`src/rtl/pel_defines.svh`:
```
// offsets, field positions and reset values of the port status and link capability registers
`ifndef PEL_DEFINES_SVH
`define PEL_DEFINES_SVH

// ------------------------------------------------------------
// register offsets (byte addresses in configuration space)
// ------------------------------------------------------------
`define PEL_OFF_DEV_ERR_STATUS 12'h0C8
`define PEL_OFF_LINK_CAPS 12'h0CC
`define PEL_ADDR_W 12

// ------------------------------------------------------------
// device control / status word at the error status offset
// ------------------------------------------------------------
`define PEL_RPT_EN_RANGE 3:0
`define PEL_ERR_RANGE 19:16
`define PEL_ERR_COR_BIT 16
`define PEL_ERR_NFAT_BIT 17
`define PEL_ERR_FAT_BIT 18
`define PEL_ERR_UR_BIT 19
`define PEL_AUX_BIT 20
`define PEL_TPEND_BIT 21
`define PEL_RPT_EN_RST 4'h0
`define PEL_AUX_RST 1'h1
`define PEL_TPEND_VAL 1'h0
`define PEL_CTL_LANE 0
`define PEL_STS_LANE 2

// ------------------------------------------------------------
// link capability fields
// ------------------------------------------------------------
`define PEL_SPD_RANGE 3:0
`define PEL_WID_RANGE 9:4
`define PEL_ASPM_RANGE 11:10
`define PEL_L0S_RANGE 14:12
`define PEL_L1_RANGE 17:15
`define PEL_CLKPM_BIT 18
`define PEL_SDOWN_BIT 19
`define PEL_DLLA_BIT 20
`define PEL_BWN_BIT 21
`define PEL_PORT_RANGE 31:24
`define PEL_SPD_2G5 4'h1
`define PEL_SPD_5G0 4'h2
`define PEL_SPD_RST 4'h2
`define PEL_WID_RST 6'h01
`define PEL_ASPM_RST 2'h3
`define PEL_L0S_RST 3'h3
`define PEL_L1_RST 3'h0
`define PEL_CAP_RSVD_MASK 32'h00C00000
`define PEL_CAP_DLLA_MASK 32'h00100000

`endif

```
`src/rtl/pel_pkg.sv`:
```
// state types of the port status and link capability register bank
package pel_pkg;

    // state of the sticky error flag bank
    typedef struct packed {
        logic [3:0] flags;
    } pel_flag_s;

    // state of the overridable capability word
    typedef struct packed {
        logic [31:0] word;
    } pel_cap_s;

    // state of the top-level register bank
    typedef struct packed {
        logic [3:0] rpt_en;
        logic aux;
        logic ack;
        logic [31:0] rdata;
        logic [3:0] msg;
    } pel_top_s;

endpackage

```
`src/rtl/pel_w1c_flags.sv`:
```
// sticky event flags, set by hardware and cleared by writing one
`timescale 1ns/1ps
`default_nettype none

module pel_w1c_flags #(
    parameter int WIDTH = 4
) (
    input wire logic mclk,
    input wire logic rst,
    input wire logic [WIDTH-1:0] set_i,
    input wire logic [WIDTH-1:0] clr_i,
    output logic [WIDTH-1:0] flags
);

    logic [WIDTH-1:0] flags_q;
    logic [WIDTH-1:0] flags_d;

    // ------------------------------------------------------------
    // next state
    // ------------------------------------------------------------
    // set beats clear so an event in the clearing cycle is never lost
    always_comb begin
        flags_d = (flags_q & ~clr_i) | set_i;
    end

    // flags start clear after reset
    always_ff @(posedge mclk) begin
        if (rst) begin
            flags_q <= '0;
        end else begin
            flags_q <= flags_d;
        end
    end

    assign flags = flags_q;

endmodule // pel_w1c_flags

`default_nettype wire

```
`src/rtl/pel_cap_reg.sv`:
```
// link capability word with per-port defaults and management override
`timescale 1ns/1ps
`default_nettype none
`include "pel_defines.svh"

module pel_cap_reg #(
    parameter bit IS_UP = 1'b1,
    parameter logic [7:0] PORT_NUM = 8'h00
) (
    input wire logic mclk,
    input wire logic rst,
    input wire logic ovr_wr,
    input wire logic [3:0] ovr_be,
    input wire logic [31:0] ovr_wdata,
    output logic [31:0] cap_word
);

    // ------------------------------------------------------------
    // reset image
    // ------------------------------------------------------------
    localparam logic [31:0] CAP_RST = {PORT_NUM, 2'h0,
        ~IS_UP, 1'b0, ~IS_UP, IS_UP,
        `PEL_L1_RST, `PEL_L0S_RST, `PEL_ASPM_RST,
        `PEL_WID_RST, `PEL_SPD_RST};
    localparam logic [31:0] HW_ZERO = `PEL_CAP_RSVD_MASK |
        (IS_UP ? `PEL_CAP_DLLA_MASK : 32'h00000000);

    pel_pkg::pel_cap_s cap_q;
    pel_pkg::pel_cap_s cap_d;
    logic [31:0] merged;

    // byte-lane merge of new data over the old word
    function automatic logic [31:0] lane_merge(input logic [31:0] old_v,
                                               input logic [31:0] new_v,
                                               input logic [3:0] be);
        logic [31:0] r;
        r = old_v;
        for (int i = 0; i < 4; i++) begin
            if (be[i]) begin
                r[8*i +: 8] = new_v[8*i +: 8];
            end
        end
        return r;
    endfunction

    // ------------------------------------------------------------
    // override path
    // ------------------------------------------------------------
    // a reserved speed code is refused so the field never shows one
    always_comb begin
        cap_d = cap_q;
        merged = lane_merge(cap_q.word, ovr_wdata, ovr_be);
        if (merged[`PEL_SPD_RANGE] != `PEL_SPD_2G5 && merged[`PEL_SPD_RANGE] != `PEL_SPD_5G0) begin
            merged[`PEL_SPD_RANGE] = cap_q.word[`PEL_SPD_RANGE];
        end
        if (ovr_wr) begin
            cap_d.word = merged & ~HW_ZERO;
        end
    end

    always_ff @(posedge mclk) begin
        if (rst) begin
            cap_q.word <= CAP_RST;
        end else begin
            cap_q <= cap_d;
        end
    end

    assign cap_word = cap_q.word;

endmodule // pel_cap_reg

`default_nettype wire

```
`src/rtl/pel_port_regs.sv`:
```
// per-port device error status and link capability registers of a four-port switch
//
// Summary of operation
// - correctable error event sets sticky bit 16; reset clears it; write one clears
// - non-fatal error event sets sticky bit 17; reset clears; only write one clears
// - fatal error event sets sticky bit 18; reset clears; write one clears
// - unsupported request event sets sticky bit 19; write one clears it
// - error flags log regardless of enables; enables only gate report messages
// - bit 20 shows auxiliary power detected, read only, one after reset
// - transactions pending bit 21 always reads zero
// - max speed field 3:0: 0001b 2.5G, 0010b 5G, others reserved; resets 0010b
// - max width field 9:4 resets to single lane
// - L0s exit latency field 14:12 resets to 011b
// - L1 exit latency field 17:15 resets to 000b
// - capability defaults overridable by management serial port or EEPROM load
// - clock power management bit 18: one upstream, zero downstream after reset
// - surprise down bit 19: zero upstream, one downstream after reset
// - link active reporting bit 20 zero upstream hardwired, zero downstream at reset
// - port number field 31:24 resets to own port index 00h to 03h
// - four report enable bits 3:0 of device control are read-write, reset zero
`timescale 1ns/1ps
`default_nettype none
`include "pel_defines.svh"

module pel_port_regs #(
    parameter logic [7:0] PORT_INDEX = 8'h00
) (
    input wire logic mclk,
    input wire logic rst,
    // configuration access from host software
    input wire logic cfg_req,
    input wire logic cfg_wr,
    input wire logic [11:0] cfg_addr,
    input wire logic [3:0] cfg_be,
    input wire logic [31:0] cfg_wdata,
    output logic cfg_ack,
    output logic [31:0] cfg_rdata,
    // error detection events from the port logic
    input wire logic err_cor,
    input wire logic err_nonfatal,
    input wire logic err_fatal,
    input wire logic err_unsup,
    input wire logic aux_pwr_det,
    // management serial port or EEPROM loader writes
    input wire logic mgmt_wr,
    input wire logic [11:0] mgmt_addr,
    input wire logic [3:0] mgmt_be,
    input wire logic [31:0] mgmt_wdata,
    // error report messages and state views
    output logic rpt_cor,
    output logic rpt_nonfatal,
    output logic rpt_fatal,
    output logic rpt_unsup,
    output logic [3:0] err_flags,
    output logic [31:0] link_caps
);

    // ------------------------------------------------------------
    // local constants
    // ------------------------------------------------------------
    // port zero faces the root, the other three face downstream
    localparam bit IS_UP = (PORT_INDEX == 8'h00);

    pel_pkg::pel_top_s st_q;
    pel_pkg::pel_top_s st_d;
    logic [3:0] err_evt;
    logic [3:0] err_clr;
    logic [3:0] flags;
    logic [31:0] cap_word;
    logic wr_status;
    logic mgmt_cap_wr;
    logic last_rd_status_q;

    // address match, shared by the host and management paths
    function automatic logic addr_hit(input logic [11:0] a, input logic [11:0] off);
        return a == off;
    endfunction

    // ------------------------------------------------------------
    // error event logging
    // ------------------------------------------------------------
    // events are not gated by the enables; logging is unconditional
    assign err_evt = {err_unsup, err_fatal, err_nonfatal, err_cor};

    // write-one clears only act when the status lane is enabled
    assign wr_status = cfg_req && cfg_wr && addr_hit(cfg_addr, `PEL_OFF_DEV_ERR_STATUS);
    assign err_clr = (wr_status && cfg_be[`PEL_STS_LANE]) ?
        cfg_wdata[`PEL_ERR_RANGE] : 4'h0;

    pel_w1c_flags #(
        .WIDTH(4)
    ) u_flags (
        .mclk(mclk),
        .rst(rst),
        .set_i(err_evt),
        .clr_i(err_clr),
        .flags(flags)
    );

    // ------------------------------------------------------------
    // capability word
    // ------------------------------------------------------------
    // host writes to the capability word are ignored; only management writes land
    assign mgmt_cap_wr = mgmt_wr && addr_hit(mgmt_addr, `PEL_OFF_LINK_CAPS);

    pel_cap_reg #(
        .IS_UP(IS_UP),
        .PORT_NUM(PORT_INDEX)
    ) u_cap (
        .mclk(mclk),
        .rst(rst),
        .ovr_wr(mgmt_cap_wr),
        .ovr_be(mgmt_be),
        .ovr_wdata(mgmt_wdata),
        .cap_word(cap_word)
    );

    // ------------------------------------------------------------
    // register bank next state
    // ------------------------------------------------------------
    // one-cycle answer: read data and ack registered on the edge after the request
    always_comb begin
        st_d = st_q;
        st_d.ack = cfg_req;
        st_d.rdata = 32'h00000000;
        st_d.aux = aux_pwr_det;
        // report messages follow an event only while its enable is set
        st_d.msg = err_evt & st_q.rpt_en;
        if (wr_status && cfg_be[`PEL_CTL_LANE]) begin
            st_d.rpt_en = cfg_wdata[`PEL_RPT_EN_RANGE];
        end
        if (cfg_req && !cfg_wr) begin
            if (addr_hit(cfg_addr, `PEL_OFF_DEV_ERR_STATUS)) begin
                st_d.rdata[`PEL_RPT_EN_RANGE] = st_q.rpt_en;
                st_d.rdata[`PEL_ERR_RANGE] = flags;
                st_d.rdata[`PEL_AUX_BIT] = st_q.aux;
                st_d.rdata[`PEL_TPEND_BIT] = `PEL_TPEND_VAL;
            end else if (addr_hit(cfg_addr, `PEL_OFF_LINK_CAPS)) begin
                st_d.rdata = cap_word;
            end
        end
    end

    // all control state has a defined value after reset
    always_ff @(posedge mclk) begin
        if (rst) begin
            st_q.rpt_en <= `PEL_RPT_EN_RST;
            st_q.aux <= `PEL_AUX_RST;
            st_q.ack <= 1'b0;
            st_q.rdata <= 32'h00000000;
            st_q.msg <= 4'h0;
        end else begin
            st_q <= st_d;
        end
    end

    // helper for checks: last read targeted the status word
    always_ff @(posedge mclk) begin
        if (rst) begin
            last_rd_status_q <= 1'b0;
        end else begin
            last_rd_status_q <= cfg_req && !cfg_wr &&
                addr_hit(cfg_addr, `PEL_OFF_DEV_ERR_STATUS);
        end
    end

    // ------------------------------------------------------------
    // outputs
    // ------------------------------------------------------------
    assign cfg_ack = st_q.ack;
    assign cfg_rdata = st_q.rdata;
    assign rpt_cor = st_q.msg[0];
    assign rpt_nonfatal = st_q.msg[1];
    assign rpt_fatal = st_q.msg[2];
    assign rpt_unsup = st_q.msg[3];
    assign err_flags = flags;
    assign link_caps = cap_word;

    // ------------------------------------------------------------
    // checks
    // ------------------------------------------------------------
    property p_cor_set;
        @(posedge mclk) disable iff (rst)
        err_cor |=> err_flags[0];
    endproperty
    a_cor_set: assert property (p_cor_set)
        else $error("correctable flag not set after event");

    property p_nfat_sticky;
        @(posedge mclk) disable iff (rst)
        (err_nonfatal ##1 (!(wr_status && cfg_be[`PEL_STS_LANE]))[*2]) |=> err_flags[1];
    endproperty
    a_nfat_sticky: assert property (p_nfat_sticky)
        else $error("non-fatal flag lost without a clear");

    property p_fat_set;
        @(posedge mclk) disable iff (rst)
        $rose(err_fatal) |=> err_flags[2];
    endproperty
    a_fat_set: assert property (p_fat_set)
        else $error("fatal flag not set after event");

    property p_ur_clear;
        @(posedge mclk) disable iff (rst)
        (wr_status && cfg_be[`PEL_STS_LANE] && cfg_wdata[`PEL_ERR_UR_BIT] && !err_unsup)
            |=> !err_flags[3];
    endproperty
    a_ur_clear: assert property (p_ur_clear)
        else $error("unsupported request flag not cleared by write one");

    property p_log_no_msg;
        @(posedge mclk) disable iff (rst)
        (err_fatal && !st_q.rpt_en[2]) |=> (err_flags[2] && !rpt_fatal);
    endproperty
    a_log_no_msg: assert property (p_log_no_msg)
        else $error("disabled fatal error not logged or still reported");

    property p_msg_en;
        @(posedge mclk) disable iff (rst)
        (err_cor && st_q.rpt_en[0]) |=> rpt_cor;
    endproperty
    a_msg_en: assert property (p_msg_en)
        else $error("enabled correctable error not reported");

    property p_status_read;
        @(posedge mclk) disable iff (rst)
        (cfg_ack && last_rd_status_q) |->
            (!cfg_rdata[`PEL_TPEND_BIT] && cfg_rdata[`PEL_ERR_RANGE] == $past(err_flags)
             && cfg_rdata[31:22] == 10'h000);
    endproperty
    a_status_read: assert property (p_status_read)
        else $error("status word read back wrong");

    property p_aux_rst;
        @(posedge mclk) disable iff (rst)
        $past(rst) |-> st_q.aux;
    endproperty
    a_aux_rst: assert property (p_aux_rst)
        else $error("aux power indication not one after reset");

    property p_cap_rst;
        @(posedge mclk) disable iff (rst)
        $past(rst) |-> (link_caps[`PEL_SPD_RANGE] == `PEL_SPD_RST
            && link_caps[`PEL_WID_RANGE] == `PEL_WID_RST
            && link_caps[`PEL_ASPM_RANGE] == `PEL_ASPM_RST
            && link_caps[`PEL_L0S_RANGE] == `PEL_L0S_RST
            && link_caps[`PEL_L1_RANGE] == `PEL_L1_RST);
    endproperty
    a_cap_rst: assert property (p_cap_rst)
        else $error("capability fields wrong after reset");

    property p_port_rst;
        @(posedge mclk) disable iff (rst)
        $past(rst) |-> (link_caps[`PEL_PORT_RANGE] == PORT_INDEX
            && link_caps[`PEL_CLKPM_BIT] == IS_UP
            && link_caps[`PEL_SDOWN_BIT] == !IS_UP
            && !link_caps[`PEL_DLLA_BIT]);
    endproperty
    a_port_rst: assert property (p_port_rst)
        else $error("per-port capability defaults wrong after reset");

    property p_speed_legal;
        @(posedge mclk) disable iff (rst)
        link_caps[`PEL_SPD_RANGE] == `PEL_SPD_2G5 || link_caps[`PEL_SPD_RANGE] == `PEL_SPD_5G0;
    endproperty
    a_speed_legal: assert property (p_speed_legal)
        else $error("reserved link speed code held");

    property p_dlla_up;
        @(posedge mclk) disable iff (rst)
        IS_UP |-> !link_caps[`PEL_DLLA_BIT] && link_caps[23:22] == 2'h0;
    endproperty
    a_dlla_up: assert property (p_dlla_up)
        else $error("hardwired capability bit set");

    property p_cap_ro;
        @(posedge mclk) disable iff (rst)
        !mgmt_wr |=> $stable(link_caps);
    endproperty
    a_cap_ro: assert property (p_cap_ro)
        else $error("capability word changed without a management write");

    property p_ovr;
        @(posedge mclk) disable iff (rst)
        (mgmt_cap_wr && mgmt_be[3]) |=> link_caps[`PEL_PORT_RANGE] == $past(mgmt_wdata[31:24]);
    endproperty
    a_ovr: assert property (p_ovr)
        else $error("management override of port number not taken");

    property p_en_rst;
        @(posedge mclk) disable iff (rst)
        $past(rst) |-> st_q.rpt_en == `PEL_RPT_EN_RST;
    endproperty
    a_en_rst: assert property (p_en_rst)
        else $error("report enables not zero after reset");

    property p_w0_keep;
        @(posedge mclk) disable iff (rst)
        (err_flags[0] && wr_status && !cfg_wdata[`PEL_ERR_COR_BIT]) |=> err_flags[0];
    endproperty
    a_w0_keep: assert property (p_w0_keep)
        else $error("write of zero cleared a flag");

    property p_nfat_set;
        @(posedge mclk) disable iff (rst)
        err_nonfatal |=> err_flags[1];
    endproperty
    a_nfat_set: assert property (p_nfat_set)
        else $error("non-fatal flag not set after event");

    property p_ur_set;
        @(posedge mclk) disable iff (rst)
        err_unsup |=> err_flags[3];
    endproperty
    a_ur_set: assert property (p_ur_set)
        else $error("unsupported request flag not set after event");

    property p_cor_clear;
        @(posedge mclk) disable iff (rst)
        (err_clr[0] && !err_cor) |=> !err_flags[0];
    endproperty
    a_cor_clear: assert property (p_cor_clear)
        else $error("correctable flag not cleared by write one");

    property p_aux_read;
        @(posedge mclk) disable iff (rst)
        (cfg_ack && last_rd_status_q) |-> cfg_rdata[`PEL_AUX_BIT] == $past(st_q.aux);
    endproperty
    a_aux_read: assert property (p_aux_read)
        else $error("aux power indication read back wrong");

    property p_en_write;
        @(posedge mclk) disable iff (rst)
        (wr_status && cfg_be[`PEL_CTL_LANE]) |=> st_q.rpt_en == $past(cfg_wdata[3:0]);
    endproperty
    a_en_write: assert property (p_en_write)
        else $error("report enables not written");

    property p_ur_msg;
        @(posedge mclk) disable iff (rst)
        (err_unsup && st_q.rpt_en[3]) |=> rpt_unsup;
    endproperty
    a_ur_msg: assert property (p_ur_msg)
        else $error("enabled unsupported request not reported");

endmodule // pel_port_regs

`default_nettype wire

```
`config.mk`:
```
export PLATFORM = sky130hd
export DESIGN_NAME = pel_port_regs
export DESIGN_NICKNAME = d
export VERILOG_FILES = /design/src/rtl/pel_pkg.sv /design/src/rtl/pel_w1c_flags.sv /design/src/rtl/pel_cap_reg.sv /design/src/rtl/pel_port_regs.sv
export VERILOG_INCLUDE_DIRS = /design/src /design/src/rtl
export SDC_FILE = /design/constraint.sdc
export NUM_CORES = 1
export LEC_CHECK = 0
export ABC_AREA = 1
export BUFFER_PORTS_ARGS = -buffer_cell sky130_fd_sc_hd__buf_4
export CAP_MARGIN = 20
export CORE_AREA = 10 10 92 94
export CTS_CLUSTER_SIZE = 28
export DETAILED_ROUTE_END_ITERATION = 16
export DIE_AREA = 0 0 102 104
export GPL_ROUTABILITY_DRIVEN = 0
export HOLD_SLACK_MARGIN = 0.12
export PLACE_DENSITY = 0.85
export SKIP_LAST_GASP = 1
export SLEW_MARGIN = 20
export SYNTH_ARGS = -nofsm -noshare
export SYNTH_HDL_FRONTEND = slang
export SYNTH_SLANG_ARGS = --single-unit
export TNS_END_PERCENT = 1
```
`constraint.sdc`:
```
create_clock -name mclk -period 1.59 [get_ports mclk]
set_input_delay 0.0795 -clock mclk [delete_from_list [all_inputs] [get_ports mclk]]
set_output_delay 0.0795 -clock mclk [all_outputs]
set_load 0.01 [all_outputs]
```
==> flow_summary.toml, run 1 <==
[outcome]
outcome = "completed"

[worst_setup_path]
slowest_delay_ps = 560
cp_max_fo = 25
crit_slowest_cell = "dlygate4sd3_1"
path_cells = "dlygate4sd3_1 -> buf_4 -> nor2_4 -> nand2_2 -> nor3_4 -> nand2_4 -> o22ai_1"
critPathKind = "input pin to flop"
cp.required_ps = 1850
path_depth = 7
crit_family = "buffers and inverters"
r2r_slack_ps = 380
r2r_cells = 8
crit_arrival_ps = 1720
critPathLaunchType = "input pin"
path_buf_inv = 2
cp-end-kind = "flop"

[die]
die_x_um = 102
pin_count = 179
start_util_pct = 43.41
die_area_um2 = 10610
rows = 30
core_um2 = 6681
die_h_um = 104

[drt]
wl_mm = 9.279
firstDrtPassIters = 4
wl_per_cell_um = 14.99
ant_nets = 0
vias = 2799
drtIter0Drc = 104
drcViolationCount = 0
via_per_inst = 4.522

[cells_and_area]
mostFrequentLayoutCells = "buf_4, dfxtp_1, nor2_1, inv_1, dlygate4sd3_1"
diodes = 0
fin_nets = 640
multiInputGateArea_um2 = 937.1
drive_above_1_share_pct = 34.88
final_area_um2 = 4504
seq_area_um2 = 1461
areaGrowthSynthToFinish_pct = 55.31
final_util_pct = 67.42
fillCellCount = 531
final_common_cell = "buf_4"

[place]
dpl.hpwl_mm = 6.725
postPlaceCellArea_um2 = 3821
numPortBuffers = 144

[cts]
clk_latency_ps = 330
numCtsBuffers = 9
ctsHtreeMaxLevel = 3
cts_tree = "built"
clk_path_buf_depth = 2
clkTransAtPathRegs_ps = 80
cts_root_buf = "clkbuf_8"
post-cts-setup-buffer-count = 0
cts.sink_count = 73

[pwr]
leakagePower_nw = 2.257
ir_worst_vdd_uv = 511.5
powerDensity_nw_per_um2 = 848.1

[timing]
final-setup-viol-count = 0
finalCriticalPeriod_ps = 1468
hold_viol = 0
finalCritPeriodShare_pct = 92.36
clock_skew_ps = 7.545
drv_slew = 0
rsz0062_at_grt = "no"
tns_ps = 0
fmax_mhz = 681.0

[job]
max_cap_viol_count = 0

[min_path]
hold_path_depth = 5
min_path_type = "input pin to flop"

[yosys]
synth_seq_cells = 73
synth_top_area_share_pct = 50.39
ys.flop_type = "dfxtp_1"
synth_edf_count = 0
synthTopCellsByArea = "dfxtp_1, buf_4, nor2_1, inv_1, nand2_1"
synth_area_um2 = 2900
yosysSeqAreaShare_pct = 50.39
synth_cells = 367
synthArstFlopShare_pct = 0
ys_types = 25
yosysTopAreaCell = "dfxtp_1"
yosys_warnings = 0
syn_area_per_cell_um2 = 7.903

[global_routing]
grt_first_pass_wirelength_mm = 14.84
grt_pass1_vias = 2947
track_usage_pct = 17.43
globalRoute.totalOverflow = 0
antenna_found_initial = 0
grt_max_degree = 26
-- synth_stat cells (2+ instances only) --
master and number:
dfxtp_1 73, nor2_1 70, inv_1 53, nand2_1 39, buf_4 36, o21ai_0 25, nand3_1 15, nor2_2 14
a21oi_1 9, nor3_1 6, nand4_1 5, buf_6 3, clkbuf_1 3, o22ai_1 3, nand2_2 2, o21ai_1 2
-- layer usage --
| metal | vias to the layer above | GRT usage [%] | part of all wire, % |
|---|---|---|---|
| met5 | - | 0 | 0 |
| met2 | 112 | 31.46 | 54 |
| met4 | 0 | 8.065 | 2.9 |
| met1 | 1243 | 17.69 | 36 |
| met3 | 20 | 4.983 | 7.4 |
| li1 | 1424 | - | - |
-- where the power goes --
part / total [mW] / internal [mW] / switching (mW) / leakage [nW]
sequential: 1.84 / 1.84 / 0.00791 / 0.590
combinational: 0.341 / 0.219 / 0.122 / 1.56
clock: 1.63 / 0.970 / 0.664 / 0.109
total: 3.82 / 3.03 / 0.794 / 2.26
-- final timing paths --
path | from | endpoint
min | mgmt_wdata[2] | u_cap.cap_word[1]
min reg2reg | st_q[37] | cfg_rdata[20]
max reg2reg | u_cap.cap_word[3] | u_cap.cap_word[0]
max | rst | cfg_rdata[2]
-- cell families after synthesis --
logic type | after synthesis | synth area share [%]
DFF | 73 | 50.39
other | 1 | 0.1293
buffers and inverters | 96 | 17.90
AOI/OAI and AO/OA | 39 | 6.859
and+or+nand+nor | 158 | 24.72
-- registers in the layout (all words and copies together) (netlist names) --
register / cells
cfg_rdata: 30
u_cap.cap_word: 29
st_q: 5
u_flags.flags: 4
cfg_ack: 1
rpt_cor: 1
rpt_fatal: 1
rpt_nonfatal: 1
rpt_unsup: 1
-- through the flow --
stage / std cells / worst slack, ps / total power, mW / hold WS (ps)
2_1_floorplan: 371 / 497.7 / 1.968 / 183.3
3_3_place_gp: 558 / 275.1 / 2.132 / 266.5
3_5_place_dp: 558 / 211.9 / 2.138 / 267.2
4_1_cts: 619 / 108.6 / 3.834 / 140.7
5_1_grt: 619 / 17.67 / 3.941 / 177.8
6_report: 619 / 121.6 / 3.820 / 155.4
-- worst reg2reg max path, cell delays in order (launching register included) --
cell and delay [ps]:
dfxtp_1 330, inv_1 90, nand3_1 80, o21ai_0 70, nand3_1 110, nor2_1 210
nand2_1 100, nand2_1 70, nor2_1 40
-- cell type report --
cell class / instances / share of cell area [%]
sequential: 73 / 32.44
clock buffer: 12 / 3.444
clock inverter: 4 / 1.667
inverter: 53 / 4.417
multi-input combinational: 202 / 20.81
tap: 80 / 2.222
timing repair buffer: 195 / 35.00
-- what timing repair did --
item                                    4_1_cts  5_1_grt
endpoints found under the setup margin        0        4
hold buffers                                 45        0
gates resized for setup                       0        1
hold endpoints to repair                     40        0
Power figures use the tool's default switching activity.
==> run 2, diff against run 1 <==
--- a/config.mk
+++ b/config.mk
@@ -11,9 +11,9 @@
 export CAP_MARGIN = 20
-export CORE_AREA = 10 10 92 94
+export CORE_AREA = 10 10 94 96
 export CTS_CLUSTER_SIZE = 28
 export DETAILED_ROUTE_END_ITERATION = 16
-export DIE_AREA = 0 0 102 104
+export DIE_AREA = 0 0 104 106
 export GPL_ROUTABILITY_DRIVEN = 0
 export HOLD_SLACK_MARGIN = 0.12
-export PLACE_DENSITY = 0.85
+export PLACE_DENSITY = 0.82
 export SKIP_LAST_GASP = 1
==> constraint.sdc (replaced) <==
create_clock -name mclk -period 1.42 [get_ports mclk]
set_input_delay 0.071 -clock mclk [delete_from_list [all_inputs] [get_ports mclk]]
set_output_delay 0.071 -clock mclk [all_outputs]
set_load 0.05 [all_outputs]
==> run 2 against run 1 <==
Net effect:
- die area is 3.9% higher
- hold slack worse by 2.3 ps
- clock skew is 2.2 ps lower
- cell area is 4.1% higher
- worst setup slack worse by 61 ps
- cell count is 5.0% higher
- via count is 2.2% higher
- flip-flop and latch count stayed put
- highest routed layer unchanged
- total power is 18% higher
- largest cell class unchanged
- sequential power is 12% higher
- critical endpoint is now u_cap.cap_word[12]
==> flow_summary.toml, run 2 (synthesis results as in run 1) <==
[place]
dpl.hpwl_mm = 6.713
numPortBuffers = 144
pre_cts_slack_ps = 107.3
place_inst = 580

[min_path]
min_path_type = "input pin to flop"

[drt]
firstDrtPassIters = 4
via_per_inst = 4.400
vias = 2860
drtIter0Drc = 111
drcViolationCount = 0
wl_mm = 9.380
wl_per_cell_um = 14.43
ant_nets = 0

[global_routing]
grt_pass1_vias = 2941
grt_first_pass_wirelength_mm = 14.71
track_usage_pct = 16.25
grt_max_degree = 20
antenna_found_initial = 0
globalRoute.totalOverflow = 0

[die]
die_area_um2 = 11020
die_h_um = 106
start_util_pct = 41.08
pin_count = 179
core_um2 = 7059
die_x_um = 104
rows = 31

[cts]
cts.sink_count = 73
clk_latency_ps = 330
clk_path_buf_depth = 2
numCtsBuffers = 9
ctsHtreeMaxLevel = 3
cts_tree = "built"
clkTransAtPathRegs_ps = 80
cts_root_buf = "clkbuf_8"

[cells_and_area]
fin_cells = 650
areaGrowthSynthToFinish_pct = 61.65
drive_above_1_share_pct = 36.12
final_common_cell = "buf_4"
largest_reg_flops = 30
diodes = 0
mostFrequentLayoutCells = "buf_4, dfxtp_1, nor2_1, inv_1, dlygate4sd3_1"
fillCellCount = 570
fin_nets = 652
multiInputGateArea_um2 = 957.2
seq_area_um2 = 1461

[pwr]
combPwrFrac_pct = 10.1
p_clk_share_pct = 44.0
pwr-share-seq_pct = 46.0
switching_share_pct = 22.23
power.internal_mw = 3.491
power_switching_uw = 997.8
ir_worst_vdd_uv = 581.2
leakagePower_nw = 2.360
powerDensity_nw_per_um2 = 957.5

[worst_setup_path]
crit_arrival_ps = 1620
critPathLaunchType = "input pin"
cp-end-kind = "flop"
critPathKind = "input pin to flop"
cp.required_ps = 1680
cp_max_fo = 5

[outcome]
outcome = "completed"

[timing]
drv_slew = 0
rsz0062_at_grt = "yes"
clock_skew_ps = 5.377
finalCriticalPeriod_ps = 1360
finalCritPeriodShare_pct = 95.76
fmax_mhz = 735.4
hold_ws_ps = 153.1
setup_ws_ps = 60.25
hold_viol = 0
final-setup-viol-count = 0

[job]
max_cap_viol_count = 0
==> run 2: cell count changes in the layout (fill, tap and decap cells not counted), moves of 2 or more <==
cell / change
clkbuf_8: -2
buf_6: +2
nor2_4: +2
buf_12: +2
dlygate4sd3_1: +2
buf_4: +6
nor2_2: -2
==> run 2: per-layer routing <==
metal | wire, um | GRT usage [%]
met5 | 0 | 0
met3 | 495 | 4.469
met4 | 183 | 5.865
met2 | 4954 | 29.71
met1 | 3746 | 17.65
==> run 2: power by group through the flow <==
stage / Combinational, mW / Sequential [mW] / Clock [mW]
final: 0.452 / 2.06 / 1.97
after floorplan: 0.112 / 2.14 / 0
after global placement: 0.331 / 2.11 / 0
after global routing: 0.482 / 2.07 / 2.11
after detailed placement: 0.338 / 2.11 / 0
after CTS: 0.442 / 2.06 / 2.02
==> run 2: worst max-delay path, cell delays in order <==
cell and delay, ps:
buf_4 110, nor2_2 100, nand3_2 100, nor2_4 150
nand2_4 90, nor2_4 170, buf_6 130, a21oi_1 60
dlygate4sd3_1 550, o21ai_0 80
==> run 2: repair_timing <==
action | CTS | global route
resized for setup | 0 | 7
hold buffers | 47 | 0
endpoints found under the setup margin | 0 | 6
endpoints found under the hold margin | 40 | 0
buffers inserted | 0 | 7
==> run 2: per-stage QoR <==
stage          TNS [ps]  cell area [um^2]  utilization (%)  power, mW
2_1_floorplan         0              2915                -      2.256
6_report              0              4688            66.41      4.489
4_1_cts               0              4606            65.24      4.525
3_3_place_gp          0              3892            55.14      2.443
5_1_grt          -9.724              4688            66.41      4.658
3_5_place_dp          0              3892            55.14      2.450
==> run 2: cell type report <==
cell class / count / area share (%)
multi-input cells: 202 / 20.42
inverters: 53 / 4.243
flip-flops and latches: 73 / 31.17
clock inverters: 6 / 2.455
clock buffers: 10 / 2.722
repair buffers: 207 / 36.35
well taps: 99 / 2.642
==> run 2: path summary, 6_finish.rpt <==
kind	start	endpoint	slack [ps]	cells past startpoint
min reg2reg	st_q[37]	cfg_rdata[20]	410	2
min	mgmt_be[0]	u_cap.cap_word[1]	150	5
max	mgmt_addr[9]	u_cap.cap_word[12]	60	10
max reg2reg	u_cap.cap_word[3]	u_cap.cap_word[0]	220	8
==> run 3, diff against run 2 <==
Clock period 1.42 ns to 1.29 ns, I/O delays scaled along.
==> run 3 against run 2 <==
Net effect:
- global-route usage increased by 0.31 points
- total power rose by 1.8%
- wire length is 2.0% lower
- critical endpoint is now u_cap.cap_word[29]
- largest cell class unchanged
==> flow_summary.toml, run 3 (synthesis results as in run 1) <==
[outcome]
outcome = "completed"

[cts]
cts_root_buf = "clkbuf_8"
clk_path_buf_depth = 2
cts_tree = "built"
clkTransAtPathRegs_ps = 80
ctsResizeCount = 0
clk_latency_ps = 340
ctsHtreeMaxLevel = 3
numCtsBuffers = 9
cts.sink_count = 73

[cells_and_area]
multiInputGateArea_um2 = 934.6
largest_reg_flops = 30
final_common_cell = "buf_4"
fin_nets = 643
seq_area_um2 = 1466
drive_above_1_share_pct = 36.53
areaGrowthSynthToFinish_pct = 56.30
fillCellCount = 579
mostFrequentLayoutCells = "buf_4, nor2_1, dfxtp_1, inv_1, dlygate4sd3_1"
diodes = 0

[pwr]
leakagePower_nw = 2.296
powerDensity_nw_per_um2 = 1008
ir_worst_vdd_uv = 520.5

[die]
start_util_pct = 41.08
pin_count = 179
die_area_um2 = 11020
core_um2 = 7059
rows = 31
die_x_um = 104
die_h_um = 106

[global_routing]
gr-max-usage-layer = "met2"
track_usage_pct = 16.57
gr-usage-met2_pct = 29.44
antenna_found_initial = 0
grt_first_pass_wirelength_mm = 14.86
use_met3_pct = 6.461
grt_max_degree = 19
grt_pass1_vias = 2988
grtUsageMet1_pct = 17.17
globalRoute.totalOverflow = 0

[worst_setup_path]
cp_max_fo = 1
cp-end-kind = "flop"
critPathKind = "input pin to flop"
crit_arrival_ps = 1400
r2r_cells = 8
cp.required_ps = 1520
critPathLaunchType = "input pin"

[timing]
drv_slew = 0
hold_viol = 0
hold_ws_ps = 148.6
clock_skew_ps = 11.34
finalCriticalPeriod_ps = 1170
fmax_mhz = 854.5
tns_ps = 0
rsz0062_at_grt = "no"
final-setup-viol-count = 0
finalCritPeriodShare_pct = 90.72

[drt]
via_per_inst = 4.460
wl_per_cell_um = 14.34
drcViolationCount = 0
wl_mm = 9.190
firstDrtPassIters = 4
drtIter0Drc = 114
vias = 2859
ant_nets = 0

[min_path]
hold_path_depth = 6
min_path_type = "input pin to flop"

[place]
numPortBuffers = 144
dpl.hpwl_mm = 6.862

[job]
max_cap_viol_count = 0
## run 3: cell count changes in the layout (fill, tap and decap cells not counted), moves of 2 or more
cell | before | now
dfxtp_1 | 73 | 69
clkinv_2 | 0 | 3
nor2_4 | 3 | 1
dfxtp_2 | 0 | 4
buf_6 | 2 | 0
dlygate4sd3_1 | 47 | 42
bufinv_16 | 3 | 1
clkbuf_8 | 9 | 11
## run 3: cell type report
type | count | area share (%)
Clock inverter | 5 | 1.187
Tap cell | 99 | 2.733
Sequential cell | 73 | 32.35
Multi-Input combinational cell | 202 | 20.62
Timing Repair Buffer | 198 | 35.39
Inverter | 53 | 4.389
Clock buffer | 11 | 3.340
## run 3: report_power, final
part	total, mW	internal (mW)	switching, mW	leakage (nW)
Clock	1.82	0.992	0.824	0.109
Sequential	2.27	2.26	0.00903	0.591
Combinational	0.479	0.272	0.208	1.60
## run 3: worst max-delay path, stage by stage
cell and delay, ps:
dlygate4sd3_1 530, buf_4 130, nor2_1 80, dlygate4sd3_1 550, nor2_1 40
## run 3: routing by layer
layer,vias to the layer above,share of wire (%)
li1,1425,-
met1,1296,39
met2,118,52
met3,20,7.0
met4,0,2.4
met5,-,0
## run 3: final timing paths
path                                        start                  to  slack [ps]
worst max-delay path               mgmt_wdata[29]  u_cap.cap_word[29]         120
worst min-delay path                       cfg_wr       cfg_rdata[17]         150
worst max register to register  u_cap.cap_word[3]   u_cap.cap_word[0]         130
worst min register to register           st_q[37]       cfg_rdata[20]         410
## run 3: stage by stage
step / worst slack, ps / instance area [um^2] / total power, mW / instances / util (%)
final: 119.7 / 4533 / 4.568 / 641 / 64.21
after global routing: 26.92 / 4533 / 4.748 / 641 / 64.21
after CTS: 133.0 / 4533 / 4.594 / 641 / 64.21
after detailed placement: 8.237 / 3908 / 2.697 / 583 / 55.35
after global placement: 84.33 / 3908 / 2.689 / 583 / 55.35
after floorplan: 69.65 / 2920 / 2.483 / 371 / -
## run 3: repair_timing
| action | in CTS | in global routing |
|---|---|---|
| buffers inserted | 0 | 0 |
| endpoints found under the setup margin | 0 | 0 |
| hold endpoints to repair | 40 | 0 |
| hold buffers | 42 | 0 |
